===== config.mk =====
export PLATFORM = sky130hd
export DESIGN_NAME = tsos_top
export DESIGN_NICKNAME = d
export VERILOG_FILES = /design/src/rtl/tsos_pkg.sv /design/src/rtl/tsos_probe_mux.sv /design/src/rtl/tsos_top.sv
export VERILOG_INCLUDE_DIRS = /design/src /design/src/rtl
export SDC_FILE = /design/constraint.sdc
export NUM_CORES = 1
export LEC_CHECK = 0
export ABC_AREA = 1
export BUFFER_PORTS_ARGS = -buffer_cell sky130_fd_sc_hd__buf_4
export CORE_MARGIN = 5
export CORE_UTILIZATION = 40
export DETAILED_ROUTE_END_ITERATION = 10
export PLACE_DENSITY = 0.63
export RECOVER_POWER = 50
export SLEW_MARGIN = 20
export SYNTH_ARGS = -nofsm -noshare
export SYNTH_HDL_FRONTEND = slang
export SYNTH_HIERARCHICAL = 1
export SYNTH_SLANG_ARGS = --single-unit

===== constraint.sdc =====
create_clock -name sys_clk -period 3.6 [get_ports sys_clk]
set_input_delay 0.72 -clock sys_clk [delete_from_list [all_inputs] [get_ports sys_clk]]
set_output_delay 0.72 -clock sys_clk [all_outputs]
set_load 0.02 [all_outputs]

===== src/rtl/tsos_defines.svh =====
`ifndef TSOS_DEFINES_SVH
`define TSOS_DEFINES_SVH

// register addresses on the 6-bit register port
`define TSOS_ADDR_ANALOG 6'h3A
`define TSOS_ADDR_RSVD_A 6'h3B
`define TSOS_ADDR_RSVD_B 6'h3C
`define TSOS_ADDR_DIGITAL 6'h3D

// field positions
`define TSOS_ANA_MSB 3
`define TSOS_ANA_LSB 0
`define TSOS_OVR_BIT 7
`define TSOS_DIG_MSB 6
`define TSOS_DIG_LSB 0

// reset values
`define TSOS_ANA_RESET 8'h00
`define TSOS_DIG_RESET 8'h00

// digital probe codes as printed; only the low seven bits are compared
`define TSOS_CODE_SDATA 8'hF4
`define TSOS_CODE_SVALID 8'hE4
`define TSOS_CODE_SCOLL 8'hD4
`define TSOS_CODE_SCLOCK 8'hC4
`define TSOS_CODE_RDSYNC 8'hB5
`define TSOS_CODE_WRSYNC 8'hA5
`define TSOS_CODE_INTCLK 8'h96
`define TSOS_CODE_PKOUT 8'h83
`define TSOS_CODE_PKSIG 8'hE2

`endif


===== src/rtl/tsos_pkg.sv =====
package tsos_pkg;

    typedef enum logic [3:0] {
        TSOS_PROBE_SDATA = 4'h0,
        TSOS_PROBE_SVALID = 4'h1,
        TSOS_PROBE_SCOLL = 4'h2,
        TSOS_PROBE_SCLOCK = 4'h3,
        TSOS_PROBE_RDSYNC = 4'h4,
        TSOS_PROBE_WRSYNC = 4'h5,
        TSOS_PROBE_INTCLK = 4'h6,
        TSOS_PROBE_PKOUT = 4'h7,
        TSOS_PROBE_PKSIG = 4'h8,
        TSOS_PROBE_NONE = 4'hF
    } tsos_probe_t;

endpackage : tsos_pkg


===== src/rtl/tsos_probe_mux.sv =====
`timescale 1ns/1ps
`default_nettype none
`include "tsos_defines.svh"

module tsos_probe_mux
    import tsos_pkg::*;
(
    input wire logic [6:0] digital_probe_choice, // probe select field
    input wire logic [8:0] probe_signals, // internal digital probes, index per tsos_probe_t
    output logic probe_level // selected probe, low for unknown codes
);

    function automatic tsos_probe_t tsos_decode(input logic [6:0] code);
        case (code)
            7'(`TSOS_CODE_SDATA): tsos_decode = TSOS_PROBE_SDATA;
            7'(`TSOS_CODE_SVALID): tsos_decode = TSOS_PROBE_SVALID;
            7'(`TSOS_CODE_SCOLL): tsos_decode = TSOS_PROBE_SCOLL;
            7'(`TSOS_CODE_SCLOCK): tsos_decode = TSOS_PROBE_SCLOCK;
            7'(`TSOS_CODE_RDSYNC): tsos_decode = TSOS_PROBE_RDSYNC;
            7'(`TSOS_CODE_WRSYNC): tsos_decode = TSOS_PROBE_WRSYNC;
            7'(`TSOS_CODE_INTCLK): tsos_decode = TSOS_PROBE_INTCLK;
            7'(`TSOS_CODE_PKOUT): tsos_decode = TSOS_PROBE_PKOUT;
            7'(`TSOS_CODE_PKSIG): tsos_decode = TSOS_PROBE_PKSIG;
            default: tsos_decode = TSOS_PROBE_NONE;
        endcase
    endfunction : tsos_decode

    tsos_probe_t sel;

    always_comb begin
        sel = tsos_decode(digital_probe_choice);
        if (sel == TSOS_PROBE_NONE) begin
            probe_level = 1'b0;
        end else begin
            probe_level = probe_signals[sel];
        end
    end

endmodule : tsos_probe_mux

`default_nettype wire


===== src/rtl/tsos_top.sv =====
`timescale 1ns/1ps
`default_nettype none
`include "tsos_defines.svh"

module tsos_top
    import tsos_pkg::*;
#(
    parameter int NORMAL_SOURCES = 8 // count of normal output sources
) (
    input wire logic sys_clk, // 125 MHz register clock
    input wire logic reset, // async, active high
    input wire logic reg_wr_en, // one-cycle write strobe
    input wire logic [5:0] reg_wr_addr, // register address
    input wire logic [7:0] reg_wr_data, // write data
    input wire logic [2:0] normal_output_source, // normal source selection field
    input wire logic [NORMAL_SOURCES-1:0] normal_sources, // normal source levels
    input wire logic [8:0] probe_signals, // internal digital probes
    output logic [3:0] analog_node_choice, // analog node routed to aux pin
    output logic multi_function_output_pin, // registered output pin level
    output logic probe_override_bit // override currently active
);

    // widths of the fields inside the two selector registers
    localparam int ANA_WIDTH = `TSOS_ANA_MSB - `TSOS_ANA_LSB + 1;
    localparam int DIG_WIDTH = `TSOS_DIG_MSB - `TSOS_DIG_LSB + 1;

    // write slot codes given by the address classifier
    localparam logic [1:0] SLOT_NONE = 2'h0;
    localparam logic [1:0] SLOT_ANALOG = 2'h1;
    localparam logic [1:0] SLOT_DIGITAL = 2'h2;

    // selector storage
    logic [7:0] analog_probe_select_reg;
    logic [7:0] digital_probe_select_reg;

    // write decode
    logic [1:0] wr_slot;
    logic hit_analog;
    logic hit_digital;

    // output path
    logic [ANA_WIDTH-1:0] analog_field;
    logic [DIG_WIDTH-1:0] probe_field;
    logic override_field;
    wire [NORMAL_SOURCES-1:0] normal_onehot;
    wire [NORMAL_SOURCES-1:0] normal_masked;
    logic probe_level;
    logic normal_level;
    logic [ANA_WIDTH-1:0] analog_node_next;
    logic override_next;
    logic multi_function_output_pin_next;

    // classifies a write address; reserved slots and unmapped addresses land nowhere
    function automatic logic [1:0] tsos_wr_slot(
        input logic [5:0] wr_addr
    );
        case (wr_addr)
            `TSOS_ADDR_ANALOG: begin
                tsos_wr_slot = SLOT_ANALOG;
            end
            `TSOS_ADDR_RSVD_A: begin
                tsos_wr_slot = SLOT_NONE;
            end
            `TSOS_ADDR_RSVD_B: begin
                tsos_wr_slot = SLOT_NONE;
            end
            `TSOS_ADDR_DIGITAL: begin
                tsos_wr_slot = SLOT_DIGITAL;
            end
            default: begin
                tsos_wr_slot = SLOT_NONE;
            end
        endcase
    endfunction : tsos_wr_slot

    // true when the strobe is up and the classified slot is the wanted one
    function automatic logic tsos_slot_hit(
        input logic wr_en,
        input logic [1:0] slot,
        input logic [1:0] target
    );
        tsos_slot_hit = wr_en && (slot == target);
    endfunction : tsos_slot_hit

    // aux code field of the analog selector
    function automatic logic [ANA_WIDTH-1:0] tsos_analog_field(
        input logic [7:0] value
    );
        tsos_analog_field = value[`TSOS_ANA_MSB:`TSOS_ANA_LSB];
    endfunction : tsos_analog_field

    // probe code field of the digital selector
    function automatic logic [DIG_WIDTH-1:0] tsos_probe_field(
        input logic [7:0] value
    );
        tsos_probe_field = value[`TSOS_DIG_MSB:`TSOS_DIG_LSB];
    endfunction : tsos_probe_field

    // override bit of the digital selector
    function automatic logic tsos_override_field(
        input logic [7:0] value
    );
        tsos_override_field = value[`TSOS_OVR_BIT];
    endfunction : tsos_override_field

    // address classification
    always_comb begin
        wr_slot = tsos_wr_slot(reg_wr_addr);
    end

    // the slot code only counts while the one-cycle strobe is up
    always_comb begin
        hit_analog = tsos_slot_hit(reg_wr_en, wr_slot, SLOT_ANALOG);
        hit_digital = tsos_slot_hit(reg_wr_en, wr_slot, SLOT_DIGITAL);
    end

    // upper four bits are stored as written and steer nothing
    always_ff @(posedge sys_clk or posedge reset) begin
        if (reset) begin
            analog_probe_select_reg <= `TSOS_ANA_RESET;
        end else if (hit_analog) begin
            analog_probe_select_reg <= reg_wr_data;
        end
    end

    // undefined after reset in the device; held at zero so the pin starts normal
    always_ff @(posedge sys_clk or posedge reset) begin
        if (reset) begin
            digital_probe_select_reg <= `TSOS_DIG_RESET;
        end else if (hit_digital) begin
            digital_probe_select_reg <= reg_wr_data;
        end
    end

    // aux field
    always_comb begin
        analog_field = tsos_analog_field(analog_probe_select_reg);
    end

    // probe select and override fields
    always_comb begin
        probe_field = tsos_probe_field(digital_probe_select_reg);
        override_field = tsos_override_field(digital_probe_select_reg);
    end

    // probe code decode and pick
    tsos_probe_mux u_probe_mux (
        .digital_probe_choice(probe_field),
        .probe_signals(probe_signals),
        .probe_level(probe_level)
    );

    // one-hot pick of the normal source; an index past the last source picks nothing
    for (genvar i = 0; i < NORMAL_SOURCES; i++) begin : g_normal
        assign normal_onehot[i] = (32'(normal_output_source) == i);
        assign normal_masked[i] = normal_onehot[i] & normal_sources[i];
    end

    // a picked source that is high drives the normal level
    always_comb begin
        if (|normal_masked) begin
            normal_level = 1'b1;
        end else begin
            normal_level = 1'b0;
        end
    end

    // the override bit alone decides which path reaches the pin
    always_comb begin
        if (override_field) begin
            multi_function_output_pin_next = probe_level;
        end else begin
            multi_function_output_pin_next = normal_level;
        end
    end

    // status values one register stage ahead of the outputs
    always_comb begin
        analog_node_next = analog_field;
        override_next = override_field;
    end

    // aux code output
    always_ff @(posedge sys_clk or posedge reset) begin
        if (reset) begin
            analog_node_choice <= 4'h0;
        end else begin
            analog_node_choice <= analog_node_next;
        end
    end

    // selectors reach nothing but these observation outputs
    always_ff @(posedge sys_clk or posedge reset) begin
        if (reset) begin
            multi_function_output_pin <= 1'b0;
        end else begin
            multi_function_output_pin <= multi_function_output_pin_next;
        end
    end

    // override status output
    always_ff @(posedge sys_clk or posedge reset) begin
        if (reset) begin
            probe_override_bit <= 1'b0;
        end else begin
            probe_override_bit <= override_next;
        end
    end

endmodule : tsos_top

`default_nettype wire


==> results of run 1 <==
-- layer usage --
metal / GRT usage / up-vias
li1: - / 579
met1: 0.145 / 469
met2: 0.195 / 38
met3: 0.0551 / 2
met4: 0.0312 / 0
met5: 0 / -
-- final cells by class --
type / count / share of cell area
clock buffers: 4 / 0.0237
inverters: 34 / 0.0833
multi-input cells: 108 / 0.368
flip-flops and latches: 18 / 0.294
well taps: 31 / 0.0253
repair buffers: 42 / 0.206
-- cell families after synthesis --
group           Yosys count
simple gates             96
flops                    18
compound gates           12
buf+inv                  35
-- power by group --
| group | leakage (nW) | internal (mW) | switching, mW | total (mW) |
|---|---|---|---|---|
| logic | 0.640 | 0.0670 | 0.0698 | 0.137 |
| clock network | 0.0210 | 0.0617 | 0.0582 | 0.120 |
| registers | 0.239 | 0.228 | 0.0199 | 0.247 |
-- final timing paths --
kind / from / end / slack [ps] / depth (start not counted)
setup / recovery: digital_probe_select_reg[1] / multi_function_output_pin / 1950 / 12
hold / removal: analog_probe_select_reg[1] / analog_node_choice[1] / 380 / 0
setup reg to reg: digital_probe_select_reg[1] / multi_function_output_pin / 1950 / 12
hold reg to reg: analog_probe_select_reg[1] / analog_node_choice[1] / 380 / 0
max in group asynchronous: reset / digital_probe_select_reg[6] / 2670 / 2
min in group asynchronous: reset / analog_node_choice[1] / 520 / 2
-- worst max-delay path, cell delays in order (launching register included) --
cell,delay (ps)
dfrtp_1,430
nor2_1,160
nand3_1,150
nor2_1,220
nor2_4,90
nand2_4,90
nand2_1,50
nand3_1,60
nand3b_1,80
nand3_1,70
nand2_1,50
nand2_1,50
nand2_1,50
-- placed cells by master, fill, tap and decap left out --
cell type  instances
clkbuf_8           1
nor3_1             1
inv_1             31
buf_4             41
nor2_2             3
clkbuf_4           4
nor2_4             2
o21ai_0            4
nand2_1           44
nand2_2            8
nor3_2             1
dfrtp_1           18
o21ai_2            8
nand3b_1           2
nand3_1           18
nand2_4            3
nand4_1            1
nand3b_2           1
inv_2              3
nor2_1            12
-- through the flow --
step                power, mW  hold WS, ps  worst slack, ps   util  instances
floorplan               0.331          354             2130      -        161
global placement        0.387          359             1890  0.542        233
detailed placement      0.390          364             1820  0.542        233
CTS                     0.514          387             1930  0.555        237
global route            0.539          401             1770  0.555        237
finish                  0.504          384             1950  0.555        237
==> impl_metrics.py, run 1 <==
metrics = {
    "final_layout": {
        "final_nets": 244,
        "diodes": 0,
        "seq_area_sq_um": 450,
        "drive_gt1_frac": 0.364,
        "multi_input_area_sq_um": 563,
        "area_growth_pct": 32.9,
        "largest_reg_flops": 8,
        "design_area_sq_mm": 0.00153,
        "nFillCells": 254,
    },
    "yosys": {
        "synth.most_common_cell": "nand2_1",
        "synth_edf_count": 0,
        "synth_top_area_frac": 0.391,
        "synth-xor-area-share": 0,
        "synthTopCellsByArea": "dfrtp_1 39%, nand2_1 14%, inv_1 10%",
        "yosys_warnings": 6,
        "synth_top_family_by_area": "simple AND/OR/NAND/NOR gates",
        "yosys_register_bits": 18,
        "ys_seq_area_frac": 0.391,
        "synth_compound_area_frac": 0.0782,
        "synthSimpleGateAreaFrac": 0.410,
        "synth_cell_types": 18,
        "synth_commonest_cells": "44 x nand2_1, 31 x inv_1, 18 x dfrtp_1, 18 x nand3_1, 12 x nor2_1",
        "synthCells": 161,
        "syn-num-nets": 198,
        "yosys_most_used_dff": "dfrtp_1",
        "synth_top_area_cell": "dfrtp_1",
        "syn_area_sq_mm": 0.00115,
        "syn_area_per_cell_sq_um": 7.16,
        "synth_mux_area_frac": 0,
        "synthArstFlopShare": 1.00,
        "synthAdderAreaFrac": 0,
    },
    "detailed_routing": {
        "wl_met1_um": 997,
        "routed_via_density": 4.59,
        "vias": 1088,
        "ant_nets": 0,
        "dr_wl_met3_um": 218,
        "drt-pass1-iter-count": 4,
        "drc": 0,
        "wl_met2_um": 1070,
        "routedWlPerCell_um": 9.69,
        "routed_wl_um": 2300,
        "highest_layer": "met4",
        "drt-initial-drc-count": 27,
    },
    "clocking": {
        "cts_buffers": 3,
        "cts_tree": "built",
        "path_clk_slew_ps": 90,
        "ctsHtreeMaxLevel": 1,
        "hold_buffers": 0,
        "cts_setup_buffers": 0,
        "cts_sinks": 18,
        "clkLatencyLatePin_ps": 290,
        "cts-root-buf": "clkbuf_4",
        "cts_resized": 0,
        "clk_path_buf_depth": 2,
    },
    "sta": {
        "drv_slew": 0,
        "skew_ps": 0.415,
        "hold_violations": 0,
        "rsz0062_at_grt": "no",
        "period_share": 0.459,
        "setup-violations-final": 0,
        "fmax_mhz": 605,
        "tightest_slew_ps": 654,
        "fin_tns_setup_ps": 0,
        "slew_headroom": 0.563,
        "min_period_ps": 1650,
    },
    "worst_setup_path": {
        "critPathLaunchType": "flop",
        "required_ps": 3790,
        "path_max_fanout": 5,
        "worstPathArrival_ps": 1840,
        "endpoint_kind": "flop",
        "setup.worst_path.class": "flop to flop",
    },
    "pwr": {
        "ir_drop_mv": 0.350,
        "power_density_mw_per_mm2": 329,
        "p_leak_nw": 0.899,
    },
    "die": {
        "ios": 43,
        "fp.dieH_um": 63.7,
        "num_rows": 19,
        "start_util": 0.418,
        "die_area_sq_mm": 0.00405,
        "core_area_sq_mm": 0.00276,
        "dieWidth_um": 63.7,
    },
    "job": {
        "cap_violations": 0,
    },
    "run_status": {
        "status": "complete, no violations",
    },
    "global_route": {
        "gr-total-overflow": 0,
        "grt_pass1_vias": 998,
        "grt_usage": 0.121,
        "grt_max_degree": 19,
        "grt_pass1_wl_um": 4070,
        "antenna_found_initial": 0,
    },
    "placement": {
        "placed_area_sq_mm": 0.00150,
        "place_hpwl_um": 1940,
        "gp_congestion": 0.762,
        "port-buffer-count": 42,
    },
    "hold_path": {
        "hp-class": "flop to flop",
    },
}
(Power assumes the default switching activity.)
==> run 2, diff against run 1 <==
clock period = 1.53 ns   (was 3.6 ns; I/O delays follow)
==> run 2 against run 1 <==
Largest power group unchanged. Die area is the same. Sequential cell count did not move. Clock power increased by 140%. Sequential power grew 140%. Count of clock-buffer cells in the layout unchanged. Register-to-register slack got worse by 2000 ps. Final cell count increased by 3.8%. Core utilization rose by 6.1 points. The flow now finishes with violations (setup timing). Largest cell class unchanged.
==> impl_metrics.py, run 2 (synthesis results as in run 1) <==
metrics = {
    "placement": {
        "placed_cells": 240,
        "gp_congestion": 0.759,
        "place_hpwl_um": 2060,
        "port-buffer-count": 42,
    },
    "sta": {
        "finalWorstSetupSlack_ps": -98.4,
        "rsz0062_at_grt": "yes",
        "slew_headroom": 0.377,
        "skew_ps": 3.16,
        "min_period_ps": 1630,
        "tightest_slew_ps": 934,
        "fmax_mhz": 614,
        "period_share": 1.06,
        "drv_slew": 0,
        "hold_violations": 0,
        "setup-violations-final": 1,
    },
    "final_layout": {
        "diodes": 0,
        "final_cell_mix": "48 x buf_4, 39 x nand2_1, 29 x inv_1",
        "final_nets": 253,
        "drive_gt1_frac": 0.502,
        "area_growth_pct": 47.4,
        "final_common_cell": "buf_4",
        "largest_reg_flops": 8,
        "nFillCells": 254,
        "stdcell_count": 246,
    },
    "detailed_routing": {
        "vias": 1134,
        "wl_met2_um": 1520,
        "wl_met1_um": 1010,
        "routed_via_density": 4.61,
        "routed_wl_um": 2710,
        "dr_wl_met3_um": 163,
        "highest_layer": "met4",
        "drt-initial-drc-count": 17,
        "ant_nets": 0,
        "drt-pass1-iter-count": 4,
        "drc": 0,
        "routedWlPerCell_um": 11.0,
    },
    "die": {
        "num_rows": 19,
        "fp.dieH_um": 63.7,
        "start_util": 0.418,
        "ios": 43,
        "die_area_sq_mm": 0.00405,
        "dieWidth_um": 63.7,
        "core_area_sq_mm": 0.00276,
    },
    "pwr": {
        "power_mw": 1.28,
        "power_density_mw_per_mm2": 753,
        "p_leak_nw": 0.955,
        "ir_drop_mv": 0.769,
    },
    "worst_setup_path": {
        "critPathLaunchType": "flop",
        "path_max_fanout": 5,
        "endpoint_kind": "flop",
        "critical-path-top-delay-family": "simple AND/OR/NAND/NOR gates",
        "setup.worst_path.class": "flop to flop",
        "crit_path_max_incr_delay_ps": 450,
        "crit_path_frequent_cell": "nand2_1",
        "worst_path_max_delay_cell": "dfrtp_2",
        "critPathBufInv": 1,
        "worstPathArrival_ps": 1820,
        "crit_path_cell_trace": "nor2_2 -> nand3_4 -> nand3_2 -> nor2_4 -> nor2_2 -> inv_1 -> nand3_1 -> nand3b_1 -> nand3_1 -> nand2_1 -> nand2_1 -> nand2_1",
        "required_ps": 1720,
    },
    "run_status": {
        "violations": "setup timing",
        "status": "finished, violations left",
    },
    "clocking": {
        "cts-root-buf": "clkbuf_4",
        "cts_sinks": 18,
        "cts_buffers": 3,
        "ctsHtreeMaxLevel": 1,
        "clkLatencyLatePin_ps": 290,
        "path_clk_slew_ps": 100,
        "clk_path_buf_depth": 2,
        "cts_tree": "built",
    },
    "global_route": {
        "grt_usage": 0.126,
        "grt_pass1_wl_um": 4260,
        "gr-total-overflow": 0,
        "grt_max_degree": 19,
        "grt_pass1_vias": 1091,
        "antenna_found_initial": 0,
    },
    "hold_path": {
        "hp-class": "primary input to flop",
    },
    "job": {
        "cap_violations": 0,
    },
}
## run 2: cell count changes in the layout (fill, tap and decap cells not counted), sizes merged
| cell | previous run | this run |
|---|---|---|
| clkbuf | 5 | 6 |
| buf | 41 | 49 |
## run 2: cell type report
class                   count  area [sq um]  share of cell area
clock buffers               4          36.3              0.0214
inverters                  34           128              0.0751
multi-input cells         108           658               0.387
flip-flops and latches     18           455               0.268
well taps                  31          38.8              0.0228
repair buffers             51           383               0.225
## run 2: stage by stage
step / cell area (sq um) / setup WS (ps) / setup TNS, ps / util / hold WS, ps
3_5_place_dp: 1550 / -105 / -105 / 0.561 / 344
6_report: 1700 / -98.4 / -98.4 / 0.616 / 257
3_3_place_gp: 1550 / -73.3 / -73.3 / 0.561 / 342
5_1_grt: 1700 / -272 / -272 / 0.616 / 243
2_1_floorplan: 1150 / 59.7 / 0 / - / 245
4_1_cts: 1610 / -54.3 / -54.3 / 0.585 / 17.9
## run 2: worst reg2reg max path: cells and delay by family (launching register included)
| family | cells | cell delay, ps |
|---|---|---|
| buf+inv | 1 | 70 |
| simple gates | 11 | 1010 |
| flops | 1 | 450 |
## run 2: report_power, final
part,switching [mW],total (mW),leakage (nW),internal [mW]
clock network,0.141,0.286,0.0210,0.145
registers,0.0539,0.592,0.233,0.538
logic,0.204,0.401,0.701,0.197
total,0.399,1.28,0.955,0.881
## run 2: per-layer routing
metal / vias up / global-route usage
met5: - / 0
met4: 0 / 0.0312
met3: 2 / 0.0426
met2: 29 / 0.236
met1: 506 / 0.133
li1: 597 / -
## run 2: timing repair
action / 4_1_cts / 5_1_grt
buffers inserted: 0 / 2
hold buffers: 0 / 0
endpoints found under the setup margin: 1 / 1
cloned: 0 / 0
gates resized for setup: 9 / 23
pin swaps: 3 / 8
## run 2: path summary, 6_finish.rpt
kind,startpoint,end,slack (ps),cells past startpoint
hold / removal,reg_wr_data[6],digital_probe_select_reg[6],260,3
min in group asynchronous,reset,analog_node_choice[1],280,3
max in group asynchronous,reset,digital_probe_select_reg[6],620,3
setup / recovery,digital_probe_select_reg[1],multi_function_output_pin,-100,12
hold reg to reg,analog_probe_select_reg[0],analog_node_choice[0],390,0
setup reg to reg,digital_probe_select_reg[1],multi_function_output_pin,-100,12
